`config.mk`:
```
export PLATFORM = sky130hd
export DESIGN_NAME = pfm_port1
export DESIGN_NICKNAME = d
export VERILOG_FILES = /design/src/hdl/pfm_pkg.sv /design/src/hdl/pfm_pin_hold.sv /design/src/hdl/pfm_pin_select.sv /design/src/hdl/pfm_port1.sv
export SDC_FILE = /design/constraint.sdc
export NUM_CORES = 1
export LEC_CHECK = 0
export BUFFER_PORTS_ARGS = -buffer_cell sky130_fd_sc_hd__buf_2
export CAP_MARGIN = 20
export CORE_MARGIN = 2
export CORE_UTILIZATION = 40
export DETAILED_ROUTE_END_ITERATION = 8
export PLACE_DENSITY_LB_ADDON = 0.12
export SKIP_CTS_REPAIR_TIMING = 1
export SLEW_MARGIN = 30
export SYNTH_ARGS = -nofsm -noshare
export SYNTH_HDL_FRONTEND = slang
export SYNTH_SLANG_ARGS = --single-unit
```
`constraint.sdc`:
```
create_clock -name sys_clk_in -period 1.5 [get_ports sys_clk_in]
set_input_delay 0.225 -clock sys_clk_in [delete_from_list [all_inputs] [get_ports sys_clk_in]]
set_output_delay 0.225 -clock sys_clk_in [all_outputs]
set_load 0.01 [all_outputs]
```
`src/hdl/pfm_pkg.sv`:
```
package pfm_pkg;

  // ---------------------------------------------------------------------------
  // Register map
  // ---------------------------------------------------------------------------
  localparam int ADDR_W = 4;
  localparam int DATA_W = 8;
  localparam logic [3:0] OFS_OUTPUT_LATCH = 4'h0;
  localparam logic [3:0] OFS_DIRECTION = 4'h1;
  localparam logic [3:0] OFS_PULLUP = 4'h2;
  localparam logic [3:0] OFS_FUNCTION = 4'h3;
  localparam logic [3:0] OFS_POWER_MODE = 4'h4;
  localparam logic [7:0] RST_OUTPUT_LATCH = 8'h00;
  localparam logic [7:0] RST_DIRECTION = 8'h00;
  localparam logic [7:0] RST_PULLUP = 8'h00;
  localparam logic [7:0] RST_FUNCTION = 8'h00;
  localparam logic [7:0] DIR_READ_VALUE = 8'hff;
  localparam logic [7:0] UNMAPPED_READ = 8'h00;

  // ---------------------------------------------------------------------------
  // Function select bit positions
  // ---------------------------------------------------------------------------
  localparam int FSEL_INT_C = 7;
  localparam int FSEL_INT_B = 6;
  localparam int FSEL_INT_A = 5;
  localparam int FSEL_INT_D = 4;
  localparam int FSEL_CAPTURE = 3;
  localparam int FSEL_TF_HIGH = 2;
  localparam int FSEL_TF_LOW = 1;
  localparam int FSEL_WATCH = 0;

  // ---------------------------------------------------------------------------
  // Peripheral field values
  // ---------------------------------------------------------------------------
  localparam logic [2:0] TF_CLK_SEL_EXT = 3'h0;
  localparam logic [2:0] TC_MODE_EVENT = 3'h7;

  // Operating modes of the chip, as seen by the port.
  typedef enum logic [2:0] {
    PFM_MODE_ACTIVE,
    PFM_MODE_SUBACTIVE,
    PFM_MODE_SLEEP,
    PFM_MODE_SUBSLEEP,
    PFM_MODE_WATCH,
    PFM_MODE_STANDBY
  } pfm_power_mode_e;

  // Per-pin drive request from the selection logic.
  typedef struct packed {
    logic [7:0] drive_en;
    logic [7:0] drive_val;
    logic [7:0] pullup_on;
  } pfm_pin_drive_s;

  // Peripheral signals that go into the port from the timers and converter.
  typedef struct packed {
    logic [2:0] timer_f_clock_sel;
    logic [2:0] timer_c_mode_field;
    logic adc_trigger_enable;
    logic timer_f_high_out;
    logic timer_f_low_out;
    logic watch_clock_out;
  } pfm_periph_in_s;

endpackage

```
`src/hdl/pfm_pin_hold.sv`:
```
`timescale 1ns/1ps
module pfm_pin_hold (
  input wire logic sys_clk_in,
  input wire logic rst_n_in,
  input wire pfm_pkg::pfm_power_mode_e mode_in,
  input wire pfm_pkg::pfm_pin_drive_s live_in,
  output logic [7:0] pin_out,
  output logic [7:0] pin_oe_out,
  output logic [7:0] pullup_out
);

  // ---------------------------------------------------------------------------
  // Low-power hold of the pin state
  // ---------------------------------------------------------------------------
  pfm_pkg::pfm_pin_drive_s held_ff;
  logic hold_now;
  logic standby_now;

  always_comb begin
    hold_now = 1'b0;
    standby_now = 1'b0;
    case (mode_in)
      pfm_pkg::PFM_MODE_SLEEP, pfm_pkg::PFM_MODE_SUBSLEEP, pfm_pkg::PFM_MODE_WATCH: begin
        hold_now = 1'b1;
      end
      pfm_pkg::PFM_MODE_STANDBY: begin
        standby_now = 1'b1;
      end
      default: begin
        hold_now = 1'b0;
      end
    endcase
  end

  // The snapshot tracks live state while running, and freezes while held.
  // Reset clears it, so pins are undriven with pull-ups off.
  always_ff @(posedge sys_clk_in or negedge rst_n_in) begin
    if (!rst_n_in) begin
      held_ff <= '0;
    end else if (!hold_now && !standby_now) begin
      held_ff <= live_in;
    end
  end

  // Standby floats every pin without pull-up; a pin with pull-up on reads high, which the
  // pad shows by driving high so the level is defined even without a resistor.
  always_comb begin
    if (standby_now) begin
      pin_oe_out = held_ff.pullup_on;
      pin_out = held_ff.pullup_on;
      pullup_out = held_ff.pullup_on;
    end else if (hold_now) begin
      pin_oe_out = held_ff.drive_en;
      pin_out = held_ff.drive_val;
      pullup_out = held_ff.pullup_on;
    end else begin
      pin_oe_out = held_ff.drive_en;
      pin_out = held_ff.drive_val;
      pullup_out = held_ff.pullup_on;
    end
  end

endmodule

```
`src/hdl/pfm_pin_select.sv`:
```
`timescale 1ns/1ps
module pfm_pin_select (
  input wire logic [7:0] func_sel_in,
  input wire logic [7:0] dir_in,
  input wire logic [7:0] latch_in,
  input wire logic [7:0] pullup_sel_in,
  input wire pfm_pkg::pfm_periph_in_s periph_in,
  output pfm_pkg::pfm_pin_drive_s drive_out
);

  // ---------------------------------------------------------------------------
  // Per-pin function selection
  // ---------------------------------------------------------------------------

  // Pins 7 to 3 are inputs in their alternate function, so the driver is off.
  // Pins 2 to 0 drive the timer outputs whatever the direction bit says.
  always_comb begin
    drive_out.drive_en = dir_in & ~func_sel_in;
    drive_out.drive_val = latch_in;
    if (func_sel_in[pfm_pkg::FSEL_TF_HIGH]) begin
      drive_out.drive_en[pfm_pkg::FSEL_TF_HIGH] = 1'b1;
      drive_out.drive_val[pfm_pkg::FSEL_TF_HIGH] = periph_in.timer_f_high_out;
    end
    if (func_sel_in[pfm_pkg::FSEL_TF_LOW]) begin
      drive_out.drive_en[pfm_pkg::FSEL_TF_LOW] = 1'b1;
      drive_out.drive_val[pfm_pkg::FSEL_TF_LOW] = periph_in.timer_f_low_out;
    end
    if (func_sel_in[pfm_pkg::FSEL_WATCH]) begin
      drive_out.drive_en[pfm_pkg::FSEL_WATCH] = 1'b1;
      drive_out.drive_val[pfm_pkg::FSEL_WATCH] = periph_in.watch_clock_out;
    end
    // The pull-up follows only the direction and pull-up bits.
    drive_out.pullup_on = ~dir_in & pullup_sel_in;
  end

endmodule

```
`src/hdl/pfm_port1.sv`:
```
// Design decisions made here: the strobed register port and the placing of the registers.
`timescale 1ns/1ps
// What this block does
// Function bit 0 clear gives general I/O; set drives the watch clock out on pin 0.
// Pin 7 is I/O by direction, or interrupt input; also timer-F clock when selected.
// Software clears the interrupt enable when pin 7 clocks timer F.
// Pin 6 is interrupt input when selected, else I/O by direction bit.
// Pin 5 is interrupt input; also timer-C event input when mode is 111.
// Software clears the interrupt enable when pin 5 feeds timer-C events.
// Pin 4 is interrupt input; also converter trigger when trigger enable set.
// Software clears the interrupt enable when pin 4 triggers the converter.
// Pins 3 to 0 take their alternate function regardless of direction bit.
// Pins float in reset and standby, hold in sleep modes, run otherwise; in standby, pins with pull-up on are driven high instead.
// In standby, a pin with pull-up on shows a high level.
// Pull-up is on only with direction 0 and pull-up bit 1.
// Every pull-up is off after reset.
// Port read returns latch for output pins and pin level for inputs.
// Direction register is write-only, resets to zero, reads as all ones.
// Direction and latch act only on pins selected as general I/O.
// Function select register is read/write, 8 bits, reset to zero.
// A selected alternate output enables the driver from the timer signal.
module pfm_port1 (
  input wire logic sys_clk_in,
  input wire logic rst_n_in,
  input wire logic [pfm_pkg::ADDR_W-1:0] reg_addr_in,
  input wire logic [pfm_pkg::DATA_W-1:0] reg_wdata_in,
  input wire logic reg_wr_in,
  input wire logic reg_rd_in,
  output logic [pfm_pkg::DATA_W-1:0] reg_rdata_out,
  input wire logic [7:0] pin_in,
  output logic [7:0] pin_out,
  output logic [7:0] pin_oe_out,
  output logic [7:0] pullup_out,
  input wire pfm_pkg::pfm_periph_in_s periph_in,
  output logic ext_int_line_a_out,
  output logic ext_int_line_b_out,
  output logic ext_int_line_c_out,
  output logic ext_int_line_d_out,
  output logic timer_f_clock_in_out,
  output logic timer_c_event_in_out,
  output logic adc_ext_trigger_in_out,
  output logic capture_in_out
);

  // ---------------------------------------------------------------------------
  // Register storage
  // ---------------------------------------------------------------------------
  logic [7:0] port_output_latch_ff;
  logic [7:0] pin_direction_reg_ff;
  logic [7:0] pullup_select_reg_ff;
  logic [7:0] pin_function_select_reg_ff;
  pfm_pkg::pfm_power_mode_e power_mode_ff;
  logic [7:0] reg_rdata_ff;
  logic [7:0] nxt_rdata;
  pfm_pkg::pfm_pin_drive_s live_drive;

  // Address match helper used by the write decoders; the read decoder uses a case.
  function automatic logic hit(input logic [pfm_pkg::ADDR_W-1:0] addr,
                               input logic [pfm_pkg::ADDR_W-1:0] ofs);
    hit = (addr == ofs);
  endfunction

  // Output latch, software written.
  always_ff @(posedge sys_clk_in or negedge rst_n_in) begin
    if (!rst_n_in) begin
      port_output_latch_ff <= pfm_pkg::RST_OUTPUT_LATCH;
    end else if (reg_wr_in && hit(reg_addr_in, pfm_pkg::OFS_OUTPUT_LATCH)) begin
      port_output_latch_ff <= reg_wdata_in;
    end
  end

  // Direction register; write-only, resets to all inputs.
  always_ff @(posedge sys_clk_in or negedge rst_n_in) begin
    if (!rst_n_in) begin
      pin_direction_reg_ff <= pfm_pkg::RST_DIRECTION;
    end else if (reg_wr_in && hit(reg_addr_in, pfm_pkg::OFS_DIRECTION)) begin
      pin_direction_reg_ff <= reg_wdata_in;
    end
  end

  // Pull-up select, reset off so no pin is pulled after reset.
  always_ff @(posedge sys_clk_in or negedge rst_n_in) begin
    if (!rst_n_in) begin
      pullup_select_reg_ff <= pfm_pkg::RST_PULLUP;
    end else if (reg_wr_in && hit(reg_addr_in, pfm_pkg::OFS_PULLUP)) begin
      pullup_select_reg_ff <= reg_wdata_in;
    end
  end

  // Function select register.
  always_ff @(posedge sys_clk_in or negedge rst_n_in) begin
    if (!rst_n_in) begin
      pin_function_select_reg_ff <= pfm_pkg::RST_FUNCTION;
    end else if (reg_wr_in && hit(reg_addr_in, pfm_pkg::OFS_FUNCTION)) begin
      pin_function_select_reg_ff <= reg_wdata_in;
    end
  end

  // Operating mode, set by the power controller's software. Unknown codes
  // fall back to active so a bad write never parks the port.
  always_ff @(posedge sys_clk_in or negedge rst_n_in) begin
    if (!rst_n_in) begin
      power_mode_ff <= pfm_pkg::PFM_MODE_ACTIVE;
    end else if (reg_wr_in && hit(reg_addr_in, pfm_pkg::OFS_POWER_MODE)) begin
      if (reg_wdata_in[2:0] <= 3'(pfm_pkg::PFM_MODE_STANDBY)) begin
        power_mode_ff <= pfm_pkg::pfm_power_mode_e'(reg_wdata_in[2:0]);
      end else begin
        power_mode_ff <= pfm_pkg::PFM_MODE_ACTIVE;
      end
    end
  end

  // ---------------------------------------------------------------------------
  // Register read
  // ---------------------------------------------------------------------------

  // Port read mixes latch and pin level per bit; the pin value is taken as
  // synchronous, so no synchroniser sits in front of it.
  always_comb begin
    nxt_rdata = pfm_pkg::UNMAPPED_READ;
    case (reg_addr_in)
      pfm_pkg::OFS_OUTPUT_LATCH: begin
        nxt_rdata = (pin_direction_reg_ff & port_output_latch_ff)
                  | (~pin_direction_reg_ff & pin_in);
      end
      pfm_pkg::OFS_DIRECTION: begin
        nxt_rdata = pfm_pkg::DIR_READ_VALUE;
      end
      pfm_pkg::OFS_PULLUP: begin
        nxt_rdata = pullup_select_reg_ff;
      end
      pfm_pkg::OFS_FUNCTION: begin
        nxt_rdata = pin_function_select_reg_ff;
      end
      pfm_pkg::OFS_POWER_MODE: begin
        nxt_rdata = {5'h00, power_mode_ff};
      end
      default: begin
        nxt_rdata = pfm_pkg::UNMAPPED_READ;
      end
    endcase
  end

  // Read data stand only in the cycle after the strobe; the bus is quiet otherwise.
  always_ff @(posedge sys_clk_in or negedge rst_n_in) begin
    if (!rst_n_in) begin
      reg_rdata_ff <= pfm_pkg::UNMAPPED_READ;
    end else if (reg_rd_in) begin
      reg_rdata_ff <= nxt_rdata;
    end else begin
      reg_rdata_ff <= pfm_pkg::UNMAPPED_READ;
    end
  end

  assign reg_rdata_out = reg_rdata_ff;

  // ---------------------------------------------------------------------------
  // Alternate input routing
  // ---------------------------------------------------------------------------

  // Interrupt lines idle high when not selected, since the lines are active low
  // at the controller; shared inputs also feed the timers and converter.
  always_comb begin
    ext_int_line_c_out = pin_function_select_reg_ff[pfm_pkg::FSEL_INT_C]
                         ? pin_in[pfm_pkg::FSEL_INT_C] : 1'b1;
    ext_int_line_b_out = pin_function_select_reg_ff[pfm_pkg::FSEL_INT_B]
                         ? pin_in[pfm_pkg::FSEL_INT_B] : 1'b1;
    ext_int_line_a_out = pin_function_select_reg_ff[pfm_pkg::FSEL_INT_A]
                         ? pin_in[pfm_pkg::FSEL_INT_A] : 1'b1;
    ext_int_line_d_out = pin_function_select_reg_ff[pfm_pkg::FSEL_INT_D]
                         ? pin_in[pfm_pkg::FSEL_INT_D] : 1'b1;
    timer_f_clock_in_out = pin_function_select_reg_ff[pfm_pkg::FSEL_INT_C]
                           && (periph_in.timer_f_clock_sel == pfm_pkg::TF_CLK_SEL_EXT)
                           && pin_in[pfm_pkg::FSEL_INT_C];
    timer_c_event_in_out = pin_function_select_reg_ff[pfm_pkg::FSEL_INT_A]
                           && (periph_in.timer_c_mode_field == pfm_pkg::TC_MODE_EVENT)
                           && pin_in[pfm_pkg::FSEL_INT_A];
    adc_ext_trigger_in_out = pin_function_select_reg_ff[pfm_pkg::FSEL_INT_D]
                             ? (periph_in.adc_trigger_enable ? pin_in[pfm_pkg::FSEL_INT_D]
                                                             : 1'b1)
                             : 1'b1;
    capture_in_out = pin_function_select_reg_ff[pfm_pkg::FSEL_CAPTURE]
                     && pin_in[pfm_pkg::FSEL_CAPTURE];
  end

  // ---------------------------------------------------------------------------
  // Pin drive and low-power hold
  // ---------------------------------------------------------------------------
  pfm_pin_select u_select (
    .func_sel_in(pin_function_select_reg_ff),
    .dir_in(pin_direction_reg_ff),
    .latch_in(port_output_latch_ff),
    .pullup_sel_in(pullup_select_reg_ff),
    .periph_in(periph_in),
    .drive_out(live_drive)
  );

  pfm_pin_hold u_hold (
    .sys_clk_in(sys_clk_in),
    .rst_n_in(rst_n_in),
    .mode_in(power_mode_ff),
    .live_in(live_drive),
    .pin_out(pin_out),
    .pin_oe_out(pin_oe_out),
    .pullup_out(pullup_out)
  );

endmodule

```
==> impl_metrics.xml, run 1 <==
<?xml version="1.0" encoding="UTF-8"?>
<metrics>
  <group name="placed_design">
    <metric name="port-buffer-count" unit="">73</metric>
    <metric name="place.gp.congestion" unit="">0.7738</metric>
    <metric name="dpl_cell_area" unit="um2">3790</metric>
    <metric name="placed_cells" unit="">446</metric>
    <metric name="post-dp-hpwl" unit="um">4994</metric>
  </group>
  <group name="clocking">
    <metric name="tritoncts.num_buffers" unit="">9</metric>
    <metric name="clock_tree_from_tritoncts" unit="">done</metric>
    <metric name="clk_path_buf_depth" unit="">2</metric>
    <metric name="numClockSinks" unit="">67</metric>
    <metric name="cts_root_buf" unit="">clkbuf_8</metric>
    <metric name="cts-htree-levels" unit="">3</metric>
    <metric name="clk_pin_slew" unit="ns">0.08</metric>
    <metric name="clkLatencyLatePin" unit="ns">0.33</metric>
  </group>
  <group name="floorplan">
    <metric name="chipHeight" unit="um">93.68</metric>
    <metric name="die_width" unit="um">93.68</metric>
    <metric name="design.portCount" unit="">74</metric>
    <metric name="die-area" unit="um2">8775</metric>
    <metric name="design.core.area" unit="um2">7767</metric>
    <metric name="fp-row-count" unit="">32</metric>
    <metric name="floorplan.initialDensity" unit="%">41.41</metric>
  </group>
  <group name="route">
    <metric name="route.detailed.drc" unit="">0</metric>
    <metric name="routedWlPerCell" unit="um">15.22</metric>
    <metric name="detailedRoute.firstIterationViolations" unit="">77</metric>
    <metric name="post_drt_via_cell_ratio" unit="">4.924</metric>
    <metric name="routed_wl" unit="um">7048</metric>
    <metric name="drtPass1Iterations" unit="">4</metric>
    <metric name="vias" unit="">2280</metric>
    <metric name="drt.antenna.violating_nets" unit="">0</metric>
  </group>
  <group name="synth">
    <metric name="synth_enable_flop_cells" unit="">0</metric>
    <metric name="syn_area_per_cell" unit="um2">12.05</metric>
    <metric name="synth_flop_cell" unit="">dfrtp_1</metric>
    <metric name="ys_warn_count" unit="">0</metric>
    <metric name="netlist_instances" unit="">267</metric>
    <metric name="synth.largest_area_cell" unit="">dfrtp_1</metric>
    <metric name="postSynthRegisterBits" unit="">67</metric>
    <metric name="mappedNetlistNets" unit="">301</metric>
    <metric name="post_synth_instance_area" unit="um2">3217</metric>
    <metric name="netlist-cell-type-count" unit="">31</metric>
    <metric name="synthDominantCellAreaShare" unit="%">52.12</metric>
    <metric name="yosys-top-cells-area" unit="">dfrtp_1 52%, mux2_2 22%, o21ai_0 4.5%, nand2b_1 3.3%, nand2_1 2.9%</metric>
    <metric name="synth_most_common_cell" unit="">dfrtp_1</metric>
    <metric name="synth_seq_area_share" unit="%">52.12</metric>
    <metric name="asyncSetResetFlopFracSynth" unit="%">100.0</metric>
    <metric name="yosys-top-cells-count" unit="">67 x dfrtp_1, 62 x mux2_2, 29 x o21ai_0</metric>
  </group>
  <group name="timing">
    <metric name="final_period_minus_worst_setup_slack" unit="ns">1.764</metric>
    <metric name="fin_ws" unit="ns">-0.2640</metric>
    <metric name="totalNegativeSetupSlack" unit="ns">-4.016</metric>
    <metric name="timing.final.setup_violations" unit="">16</metric>
    <metric name="maxClockFrequency" unit="GHz">0.5669</metric>
    <metric name="hold_viol" unit="">0</metric>
    <metric name="setup_repair_after_global_routing_missed_its_margin" unit="">true</metric>
    <metric name="report.final.slew_viol_count" unit="">0</metric>
    <metric name="slew_headroom" unit="%">74.91</metric>
    <metric name="finalCritPeriodShare" unit="%">117.6</metric>
    <metric name="timing.hold.ws" unit="ns">0.1676</metric>
    <metric name="worst_pin_slew" unit="ns">0.3752</metric>
    <metric name="clock-skew-final" unit="ns">0.007694</metric>
  </group>
  <group name="global_routing">
    <metric name="grt_use_total" unit="%">17.28</metric>
    <metric name="grt_start_max_net_pins" unit="">68</metric>
    <metric name="globalRoute.totalOverflow" unit="">0</metric>
    <metric name="antenna_violations_before_repair" unit="">0</metric>
    <metric name="grt_pass1_wl" unit="um">11410</metric>
    <metric name="via_count_of_the_first_global_routing_pass" unit="">2256</metric>
  </group>
  <group name="final_layout">
    <metric name="antenna_cells" unit="">0</metric>
    <metric name="nNetsFinal" unit="">390</metric>
    <metric name="area_growth_syn_to_layout" unit="%">26.18</metric>
    <metric name="finish.instance_area" unit="um2">4059</metric>
    <metric name="final_util" unit="%">52.26</metric>
    <metric name="instances_no_fill" unit="">463</metric>
    <metric name="post_route_cells_drive_above_1_share" unit="%">49.58</metric>
  </group>
  <group name="worst_setup_path">
    <metric name="worst-path-max-fanout" unit="">8</metric>
    <metric name="r2r_end" unit="">u_hold.held_ff[12]</metric>
    <metric name="cp_data_required_time" unit="ns">1.27</metric>
    <metric name="regToRegSetupSlack" unit="ns">0.14</metric>
    <metric name="worst-endpoint-arrival" unit="ns">1.54</metric>
    <metric name="worst-setup-path-type" unit="">reg2out</metric>
    <metric name="end_kind" unit="">primary output</metric>
    <metric name="timing.critical_path.from_type" unit="">flip-flop</metric>
    <metric name="critical_path.reg2reg.startpoint" unit="">power_mode_ff[2]</metric>
    <metric name="r2r.worst_path.cells" unit="">4</metric>
  </group>
  <group name="worst_hold_path">
    <metric name="holdCritPathClass" unit="">in2reg</metric>
    <metric name="holdCritStartpoint" unit="">reg_wdata_in[3]</metric>
    <metric name="hold-path-endpoint" unit="">pin_function_select_reg_ff[3]</metric>
    <metric name="hold-path-cell-count" unit="">2</metric>
  </group>
  <group name="run_status">
    <metric name="violations" unit="">negative setup slack</metric>
    <metric name="status" unit="">complete, but fails checks</metric>
  </group>
  <group name="power">
    <metric name="leakage" unit="uW">0.001925</metric>
    <metric name="vdd_drop_max" unit="mV">0.6592</metric>
    <metric name="powerDensity" unit="nW/um2">1501</metric>
  </group>
  <group name="flow_run">
    <metric name="drv.max_cap_violation_count" unit="">0</metric>
  </group>
</metrics>
-- registers in the layout, indices dropped and copies added (netlist names) --
| register | cells |
|---|---|
| pin_function_select_reg_ff | 8 |
| u_hold.held_ff | 24 |
| pin_direction_reg_ff | 8 |
| port_output_latch_ff | 8 |
| power_mode_ff | 3 |
| reg_rdata_out | 8 |
| pullup_select_reg_ff | 8 |
-- worst max-delay path, stage by stage (launching register included) --
cell      delay [ns]
dfrtp_1         0.39
nand3b_1        0.15
buf_6           0.18
mux2_2          0.34
buf_2           0.14
-- placed cells by master, fill, tap and decap left out, types with 2 or more instances in the layout --
master,synthesis,routed
buf_2,7,69
dfrtp_1,67,67
mux2_2,62,62
o21ai_0,29,29
nand2_1,25,25
nand2b_1,17,17
buf_4,8,17
clkbuf_8,0,10
mux2i_1,7,7
nor2_1,6,6
and3b_1,6,6
buf_6,0,6
nand3b_1,3,3
a22oi_1,3,3
a21oi_1,3,3
a31oi_1,3,3
a221oi_1,2,2
nand4_2,2,2
nor2b_1,2,2
clkinvlp_4,0,2
bufinv_16,0,2
buf_12,0,2
-- per-layer routing --
metal,GRT usage (%),up-vias,part of all wire (%)
li1,-,1127,-
met1,25.12,1098,48
met2,25.90,51,46
met3,4.254,4,5.2
met4,4.710,0,0.78
met5,0,-,0
-- power breakdown --
group	switching (uW)	internal, uW	leakage (uW)
registers	363	2300	0.000845
clock network	704	981	0.000108
logic	761	986	0.000971
total	1830	4270	0.00192
-- layout make-up --
cell class                      instances  area [um2]
Inverter                                1       3.754
Fill cell                             729        3709
Timing Repair Buffer                   95       590.6
Tap cell                              102       127.6
Clock inverter                          6       88.84
Clock buffer                           10       137.6
Sequential cell                        67        1677
Multi-Input combinational cell        182        1434
-- stage by stage --
step,worst slack [ns],total power (uW)
floorplan,0.01321,3793
global placement,0.09910,4361
detailed placement,0.03657,4394
CTS,-0.2827,6108
global route,-0.3377,6475
finish,-0.2640,6094
-- cells by family (layout without fill, tap and decap cells) --
group	after synthesis	after routing	synth area share, %
compound gates	41	41	7.040
flops	67	67	52.12
buf+inv	18	112	3.306
mux	69	69	23.88
xor+xnor	1	1	0.5058
simple gates	71	71	13.15
-- worst max path at each step --
stage                          start  cells past startpoint                       to  slack (ns)
floorplan           power_mode_ff[1]                      3            pin_oe_out[0]        0.01
global placement      reg_addr_in[0]                      4  port_output_latch_ff[3]         0.1
detailed placement    reg_addr_in[0]                      4  port_output_latch_ff[4]        0.04
CTS                 power_mode_ff[0]                      4               pin_out[6]       -0.28
global route        power_mode_ff[0]                      4            pin_oe_out[7]       -0.34
finish              power_mode_ff[0]                      4            pin_oe_out[7]       -0.26
Power figures use the tool's default switching activity.
==> run 2: changes to the inputs <==
--- a/config.mk
+++ b/config.mk
@@ -5,6 +5,7 @@
 export SDC_FILE = /design/constraint.sdc
 export NUM_CORES = 1
 export LEC_CHECK = 0
+export ABC_AREA = 1
 export BUFFER_PORTS_ARGS = -buffer_cell sky130_fd_sc_hd__buf_2
 export CAP_MARGIN = 20
 export CORE_MARGIN = 2
==> run 2 against run 1 <==
The run still ends with negative setup slack left. Die area rose by 6.2%. Maximum frequency about the same. Clock skew is 0.0026 ns lower. Combinational power about the same.
==> impl_metrics.xml, run 2 <==
<?xml version="1.0" encoding="UTF-8"?>
<metrics>
  <group name="run_status">
    <metric name="status" unit="">complete, but fails checks</metric>
    <metric name="violations" unit="">negative setup slack</metric>
  </group>
  <group name="route">
    <metric name="routed_wl" unit="um">8072</metric>
    <metric name="post_drt_via_cell_ratio" unit="">4.742</metric>
    <metric name="routedWlPerCell" unit="um">13.70</metric>
    <metric name="met2_length" unit="um">3448</metric>
    <metric name="vias" unit="">2793</metric>
    <metric name="drtPass1Iterations" unit="">4</metric>
    <metric name="drt.antenna.violating_nets" unit="">0</metric>
    <metric name="route.top_layer_used" unit="">met4</metric>
    <metric name="wirelength_met1" unit="um">4030</metric>
    <metric name="detailedRoute.firstIterationViolations" unit="">128</metric>
    <metric name="wl_met3" unit="um">493</metric>
    <metric name="route.detailed.drc" unit="">0</metric>
  </group>
  <group name="final_layout">
    <metric name="largest-register" unit="">u_hold.held_ff</metric>
    <metric name="nNetsFinal" unit="">513</metric>
    <metric name="instances_no_fill" unit="">589</metric>
    <metric name="finish.instance_area" unit="um2">4095</metric>
    <metric name="layout.cells.most_common" unit="">nand2_1</metric>
    <metric name="multi_input_comb_area" unit="um2">1413</metric>
    <metric name="antenna_cells" unit="">0</metric>
    <metric name="final_util" unit="%">49.59</metric>
    <metric name="final_cell_mix" unit="">113 x nand2_1, 72 x buf_2, 67 x dfrtp_1, 43 x inv_1, 31 x nand3_1</metric>
    <metric name="post_route_cells_drive_above_1_share" unit="%">32.23</metric>
    <metric name="largest_register_ffs" unit="">24</metric>
    <metric name="nFillCells" unit="">867</metric>
    <metric name="regArea" unit="um2">1677</metric>
    <metric name="area_growth_syn_to_layout" unit="%">19.58</metric>
  </group>
  <group name="placed_design">
    <metric name="place.gp.congestion" unit="">0.8184</metric>
    <metric name="place_worst_setup_slack" unit="ns">0.07875</metric>
    <metric name="port-buffer-count" unit="">73</metric>
    <metric name="dpl_cell_area" unit="um2">3867</metric>
    <metric name="placed_cells" unit="">570</metric>
    <metric name="post-dp-hpwl" unit="um">6067</metric>
  </group>
  <group name="floorplan">
    <metric name="die-area" unit="um2">9317</metric>
    <metric name="chipHeight" unit="um">96.53</metric>
    <metric name="design.portCount" unit="">74</metric>
    <metric name="die_width" unit="um">96.53</metric>
    <metric name="floorplan.initialDensity" unit="%">41.47</metric>
    <metric name="design.core.area" unit="um2">8258</metric>
    <metric name="fp-row-count" unit="">33</metric>
  </group>
  <group name="power">
    <metric name="powerDensity" unit="nW/um2">1385</metric>
    <metric name="report.power.total" unit="uW">5671</metric>
    <metric name="vdd_drop_max" unit="mV">0.4431</metric>
    <metric name="leakage" unit="uW">0.002177</metric>
  </group>
  <group name="global_routing">
    <metric name="via_count_of_the_first_global_routing_pass" unit="">2462</metric>
    <metric name="antenna_violations_before_repair" unit="">0</metric>
    <metric name="globalRoute.totalOverflow" unit="">0</metric>
    <metric name="grt_pass1_wl" unit="um">12820</metric>
    <metric name="grt_start_max_net_pins" unit="">68</metric>
    <metric name="grt_use_total" unit="%">18.65</metric>
  </group>
  <group name="timing">
    <metric name="hold_viol" unit="">0</metric>
    <metric name="slew_headroom" unit="%">76.27</metric>
    <metric name="clock-skew-final" unit="ns">0.005054</metric>
    <metric name="timing.final.setup_violations" unit="">16</metric>
    <metric name="worst_pin_slew" unit="ns">0.3560</metric>
    <metric name="setup_repair_after_global_routing_missed_its_margin" unit="">true</metric>
    <metric name="final_period_minus_worst_setup_slack" unit="ns">1.766</metric>
    <metric name="finalCritPeriodShare" unit="%">117.7</metric>
    <metric name="fin_ws" unit="ns">-0.2657</metric>
    <metric name="report.final.slew_viol_count" unit="">0</metric>
    <metric name="maxClockFrequency" unit="GHz">0.5663</metric>
  </group>
  <group name="worst_setup_path">
    <metric name="end_kind" unit="">primary output</metric>
    <metric name="r2r.worst_path.cells" unit="">7</metric>
    <metric name="worst-path-max-fanout" unit="">19</metric>
    <metric name="worst-endpoint-arrival" unit="ns">1.54</metric>
    <metric name="worst-setup-path-type" unit="">reg2out</metric>
    <metric name="critPathLaunch" unit="">power_mode_ff[1]</metric>
    <metric name="critical_path.reg2reg.startpoint" unit="">power_mode_ff[2]</metric>
    <metric name="timing.critical_path.to" unit="">pin_oe_out[2]</metric>
    <metric name="cp_data_required_time" unit="ns">1.27</metric>
    <metric name="timing.critical_path.from_type" unit="">flip-flop</metric>
    <metric name="r2r_end" unit="">u_hold.held_ff[11]</metric>
    <metric name="regToRegSetupSlack" unit="ns">0.17</metric>
  </group>
  <group name="synth">
    <metric name="synth_flop_cell" unit="">dfrtp_1</metric>
    <metric name="asyncSetResetFlopFracSynth" unit="%">100.0</metric>
    <metric name="post_synth_and_or_nand_nor_area_fraction" unit="%">25.83</metric>
    <metric name="yosys-top-cells-area" unit="">dfrtp_1 49%, nand2_1 12%, o21ai_2 7.4%, inv_1 4.7%, nand3_1 4.5%</metric>
    <metric name="synth_most_common_cell" unit="">nand2_1</metric>
    <metric name="largest_family_of_logic_cells_by_synthesized_area" unit="">simple AND/OR/NAND/NOR gates</metric>
    <metric name="synth_enable_flop_cells" unit="">0</metric>
    <metric name="synth_seq_area_share" unit="%">48.96</metric>
    <metric name="post_synth_instance_area" unit="um2">3425</metric>
    <metric name="syn_area_per_cell" unit="um2">8.498</metric>
    <metric name="synth.largest_area_cell" unit="">dfrtp_1</metric>
    <metric name="synthXorXnorAreaFrac" unit="%">0</metric>
    <metric name="yosys-top-cells-count" unit="">114 x nand2_1, 67 x dfrtp_1, 43 x inv_1</metric>
    <metric name="yosys.area_share.adder" unit="%">0</metric>
    <metric name="mappedNetlistNets" unit="">437</metric>
    <metric name="synth-compound-area-share" unit="%">15.02</metric>
    <metric name="ys_warn_count" unit="">0</metric>
    <metric name="synth.area.mux_share" unit="%">0</metric>
    <metric name="postSynthRegisterBits" unit="">67</metric>
    <metric name="synthDominantCellAreaShare" unit="%">48.96</metric>
    <metric name="netlist-cell-type-count" unit="">25</metric>
    <metric name="netlist_instances" unit="">403</metric>
  </group>
  <group name="clocking">
    <metric name="clk_pin_slew" unit="ns">0.07</metric>
    <metric name="tritoncts.num_buffers" unit="">9</metric>
    <metric name="clock_tree_from_tritoncts" unit="">done</metric>
    <metric name="clk_path_buf_depth" unit="">2</metric>
    <metric name="clkLatencyLatePin" unit="ns">0.34</metric>
    <metric name="cts-htree-levels" unit="">3</metric>
    <metric name="cts_root_buf" unit="">clkbuf_8</metric>
    <metric name="numClockSinks" unit="">67</metric>
  </group>
  <group name="worst_hold_path">
    <metric name="holdCritPathClass" unit="">in2reg</metric>
  </group>
  <group name="flow_run">
    <metric name="drv.max_cap_violation_count" unit="">0</metric>
  </group>
</metrics>
==> run 2: kinds of logic (layout without fill, tap and decap cells) <==
family / after synthesis / count (layout)
flip-flops: 67 / 67
buffers and inverters: 70 / 151
AND/OR/NAND/NOR: 187 / 187
AO/OA/AOI/OAI: 79 / 79
==> run 2: through the flow <==
| step | setup TNS [ns] | hold slack (ns) |
|---|---|---|
| after floorplan | 0 | -0.07059 |
| after global placement | 0 | 0.2708 |
| after detailed placement | 0 | 0.2742 |
| after CTS | -4.430 | -0.09494 |
| after global routing | -5.601 | 0.1064 |
| final | -3.871 | 0.08404 |
==> run 2: power by group <==
part	leakage [uW]	switching [uW]	internal [uW]
Combinational	0.00122	1010	709
Sequential	0.000865	341	2260
Clock	0.0000884	667	684
==> run 2: per-layer routing <==
metal	GRT usage, %	vias up
li1	-	1440
met1	28.77	1279
met2	25.69	64
met3	3.491	10
met4	7.042	0
met5	0	-
==> run 2: critical path: stages (launching register included) <==
cell and delay, ns:
dfrtp_1 0.43, nor2_4 0.17, inv_4 0.06, nor2_4 0.09, buf_12 0.15, nand2_1 0.07
o21ai_0 0.07, buf_2 0.15
==> run 2: layout make-up <==
type / count / share of cell area (%)
flip-flops and latches: 67 / 40.94
multi-input cells: 266 / 34.49
repair buffers: 84 / 12.07
inverters: 51 / 4.888
clock buffers: 12 / 3.789
well taps: 105 / 3.208
clock inverters: 4 / 0.6111
==> run 2: how the worst min path moves through the flow <==
stage,startpoint,endpoint,slack (ns),cells past startpoint
after floorplan,rst_n_in,pin_direction_reg_ff[0],-0.07,0
final,reg_rd_in,reg_rdata_out[6],0.08,3
after global placement,rst_n_in,port_output_latch_ff[0],0.27,2
after CTS,rst_n_in,port_output_latch_ff[0],-0.09,2
after detailed placement,rst_n_in,port_output_latch_ff[0],0.27,2
after global routing,reg_rd_in,reg_rdata_out[6],0.11,3
==> run 3: changes to the inputs <==
--- a/config.mk
+++ b/config.mk
@@ -8,7 +8,7 @@
 export ABC_AREA = 1
 export BUFFER_PORTS_ARGS = -buffer_cell sky130_fd_sc_hd__buf_2
 export CAP_MARGIN = 20
-export CORE_MARGIN = 2
+export CORE_MARGIN = 5
 export CORE_UTILIZATION = 40
 export DETAILED_ROUTE_END_ITERATION = 8
 export PLACE_DENSITY_LB_ADDON = 0.12
==> run 3 against run 2 <==
Final area up 1.4%. Combinational power up 2%. Setup slack better by 0.0021 ns. Critical path type unchanged. Total power up 9.7%. Core utilization up 0.45 points. Flip-flop and latch count unchanged. The run still ends with negative setup slack left. Critical endpoint is now pin_out[1].
==> impl_metrics.xml, run 3 (synthesized netlist as in run 2, its figures left out) <==
<?xml version="1.0" encoding="UTF-8"?>
<metrics>
  <group name="power">
    <metric name="share_comb_of_total_power" unit="%">28.3</metric>
    <metric name="leakage" unit="uW">0.002209</metric>
    <metric name="powerDensity" unit="nW/um2">1498</metric>
    <metric name="power.switching" unit="uW">2143</metric>
    <metric name="switching_share" unit="%">34.45</metric>
    <metric name="p_int" unit="uW">4077</metric>
    <metric name="p_clk_share" unit="%">30.0</metric>
    <metric name="report.power.total" unit="uW">6219</metric>
    <metric name="seqPwrFrac" unit="%">41.7</metric>
    <metric name="vdd_drop_max" unit="mV">0.5271</metric>
  </group>
  <group name="final_layout">
    <metric name="regArea" unit="um2">1677</metric>
    <metric name="nFillCells" unit="">833</metric>
    <metric name="largest_register_ffs" unit="">24</metric>
    <metric name="layout.cells.most_common" unit="">nand2_1</metric>
    <metric name="multi_input_comb_area" unit="um2">1410</metric>
    <metric name="largest-register" unit="">u_hold.held_ff</metric>
    <metric name="antenna_cells" unit="">0</metric>
    <metric name="final_cell_mix" unit="">114 x nand2_1, 73 x buf_2, 67 x dfrtp_1, 43 x inv_1, 31 x nand3_1</metric>
    <metric name="final_util" unit="%">50.04</metric>
    <metric name="nNetsFinal" unit="">513</metric>
    <metric name="area_growth_syn_to_layout" unit="%">21.26</metric>
    <metric name="post_route_cells_drive_above_1_share" unit="%">32.23</metric>
  </group>
  <group name="global_routing">
    <metric name="grt_use_total" unit="%">17.77</metric>
    <metric name="antenna_violations_before_repair" unit="">0</metric>
    <metric name="grt_start_max_net_pins" unit="">68</metric>
    <metric name="globalRoute.totalOverflow" unit="">0</metric>
    <metric name="grt_pass1_wl" unit="um">14030</metric>
    <metric name="via_count_of_the_first_global_routing_pass" unit="">2626</metric>
  </group>
  <group name="timing">
    <metric name="totalNegativeSetupSlack" unit="ns">-3.631</metric>
    <metric name="fin_ws" unit="ns">-0.2636</metric>
    <metric name="timing.hold.ws" unit="ns">0.07537</metric>
    <metric name="final_period_minus_worst_setup_slack" unit="ns">1.764</metric>
    <metric name="setup_repair_after_global_routing_missed_its_margin" unit="">true</metric>
    <metric name="maxClockFrequency" unit="GHz">0.5670</metric>
    <metric name="finalCritPeriodShare" unit="%">117.6</metric>
    <metric name="hold_viol" unit="">0</metric>
    <metric name="slew_headroom" unit="%">75.28</metric>
    <metric name="timing.final.setup_violations" unit="">16</metric>
    <metric name="report.final.slew_viol_count" unit="">0</metric>
    <metric name="clock-skew-final" unit="ns">0.01259</metric>
    <metric name="worst_pin_slew" unit="ns">0.3708</metric>
  </group>
  <group name="floorplan">
    <metric name="fp-row-count" unit="">33</metric>
    <metric name="die-area" unit="um2">10510</metric>
    <metric name="design.portCount" unit="">74</metric>
    <metric name="design.core.area" unit="um2">8299</metric>
    <metric name="floorplan.initialDensity" unit="%">41.26</metric>
    <metric name="die_width" unit="um">102.5</metric>
    <metric name="chipHeight" unit="um">102.5</metric>
  </group>
  <group name="worst_setup_path">
    <metric name="cp_data_required_time" unit="ns">1.27</metric>
    <metric name="worst-setup-path-type" unit="">reg2out</metric>
    <metric name="end_kind" unit="">primary output</metric>
    <metric name="timing.critical_path.from_type" unit="">flip-flop</metric>
    <metric name="worst-endpoint-arrival" unit="ns">1.54</metric>
    <metric name="crit_path_cell_trace" unit="">inv_2 -&gt; nor2_4 -&gt; inv_2 -&gt; nor2_4 -&gt; buf_12 -&gt; nand2_1 -&gt; o21ai_0 -&gt; buf_2</metric>
    <metric name="worst-path-max-fanout" unit="">19</metric>
    <metric name="crit_path_max_incr_delay" unit="ns">0.40</metric>
    <metric name="critPathSlowestCell" unit="">dfrtp_1</metric>
  </group>
  <group name="worst_hold_path">
    <metric name="holdCritPathClass" unit="">in2reg</metric>
  </group>
  <group name="route">
    <metric name="routedWlPerCell" unit="um">15.01</metric>
    <metric name="met2_length" unit="um">3898</metric>
    <metric name="route.detailed.drc" unit="">0</metric>
    <metric name="post_drt_via_cell_ratio" unit="">4.800</metric>
    <metric name="drt.antenna.violating_nets" unit="">0</metric>
    <metric name="routed_wl" unit="um">8839</metric>
    <metric name="wirelength_met1" unit="um">4396</metric>
    <metric name="wl_met3" unit="um">430</metric>
    <metric name="drtPass1Iterations" unit="">5</metric>
    <metric name="route.top_layer_used" unit="">met4</metric>
    <metric name="vias" unit="">2827</metric>
    <metric name="detailedRoute.firstIterationViolations" unit="">160</metric>
  </group>
  <group name="placed_design">
    <metric name="place.gp.congestion" unit="">0.7938</metric>
    <metric name="port-buffer-count" unit="">73</metric>
    <metric name="post-dp-hpwl" unit="um">6591</metric>
  </group>
  <group name="clocking">
    <metric name="numClockSinks" unit="">67</metric>
    <metric name="clkLatencyLatePin" unit="ns">0.35</metric>
    <metric name="cts_root_buf" unit="">clkbuf_8</metric>
    <metric name="clock_tree_from_tritoncts" unit="">done</metric>
    <metric name="tritoncts.num_buffers" unit="">9</metric>
    <metric name="clk_pin_slew" unit="ns">0.08</metric>
    <metric name="cts-htree-levels" unit="">3</metric>
    <metric name="clk_path_buf_depth" unit="">2</metric>
  </group>
  <group name="run_status">
    <metric name="status" unit="">complete, but fails checks</metric>
    <metric name="violations" unit="">negative setup slack</metric>
  </group>
  <group name="flow_run">
    <metric name="drv.max_cap_violation_count" unit="">0</metric>
  </group>
</metrics>
run 3: metal layers:
layer / GRT usage [%] / vias to the layer above
met4: 6.357 / 0
met5: 0 / -
li1: - / 1449
met2: 25.32 / 69
met1: 26.95 / 1300
met3: 3.248 / 9
run 3: power groups by stage:
| stage | combinational [uW] | clock [uW] | sequential, uW |
|---|---|---|---|
| after detailed placement | 1760 | 0 | 2620 |
| after global placement | 1720 | 0 | 2600 |
| after global routing | 1970 | 2000 | 2650 |
| after floorplan | 1210 | 0 | 2510 |
| final | 1760 | 1870 | 2590 |
| after CTS | 1770 | 1910 | 2580 |
run 3: worst paths after layout:
check	startpoint	end	slack [ns]	cells past startpoint
worst min register to register	u_hold.held_ff[13]	u_hold.held_ff[13]	0.49	2
worst max-delay path	power_mode_ff[2]	pin_out[1]	-0.26	8
min in group asynchronous	rst_n_in	pin_function_select_reg_ff[1]	0.41	3
worst min-delay path	reg_rd_in	reg_rdata_out[6]	0.08	3
max in group asynchronous	rst_n_in	u_hold.held_ff[0]	0.78	3
worst max register to register	power_mode_ff[2]	u_hold.held_ff[11]	0.10	8
run 3: per-stage QoR:
stage	cell area [um2]	cells	setup WS, ns
floorplan	3425	403	0.2040
global placement	3867	570	0.1372
detailed placement	3867	570	0.05592
CTS	4116	586	-0.3334
global route	4153	589	-0.3615
finish	4153	589	-0.2636
run 3: worst max-delay path: cells and delay by family, from the launching register on:
| family | cells | cell delay [ns] |
|---|---|---|
| AOI/OAI and AO/OA | 1 | 0.08 |
| and+or+nand+nor | 3 | 0.26 |
| DFF | 1 | 0.40 |
| buffers and inverters | 4 | 0.45 |
run 3: area by class of cell:
| class | instances | share of cell area (%) |
|---|---|---|
| flip-flops and latches | 67 | 40.37 |
| multi-input cells | 266 | 33.96 |
| repair buffers | 84 | 11.75 |
| inverters | 51 | 4.760 |
| well taps | 105 | 3.164 |
| clock inverters | 7 | 3.013 |
| clock buffers | 9 | 2.983 |
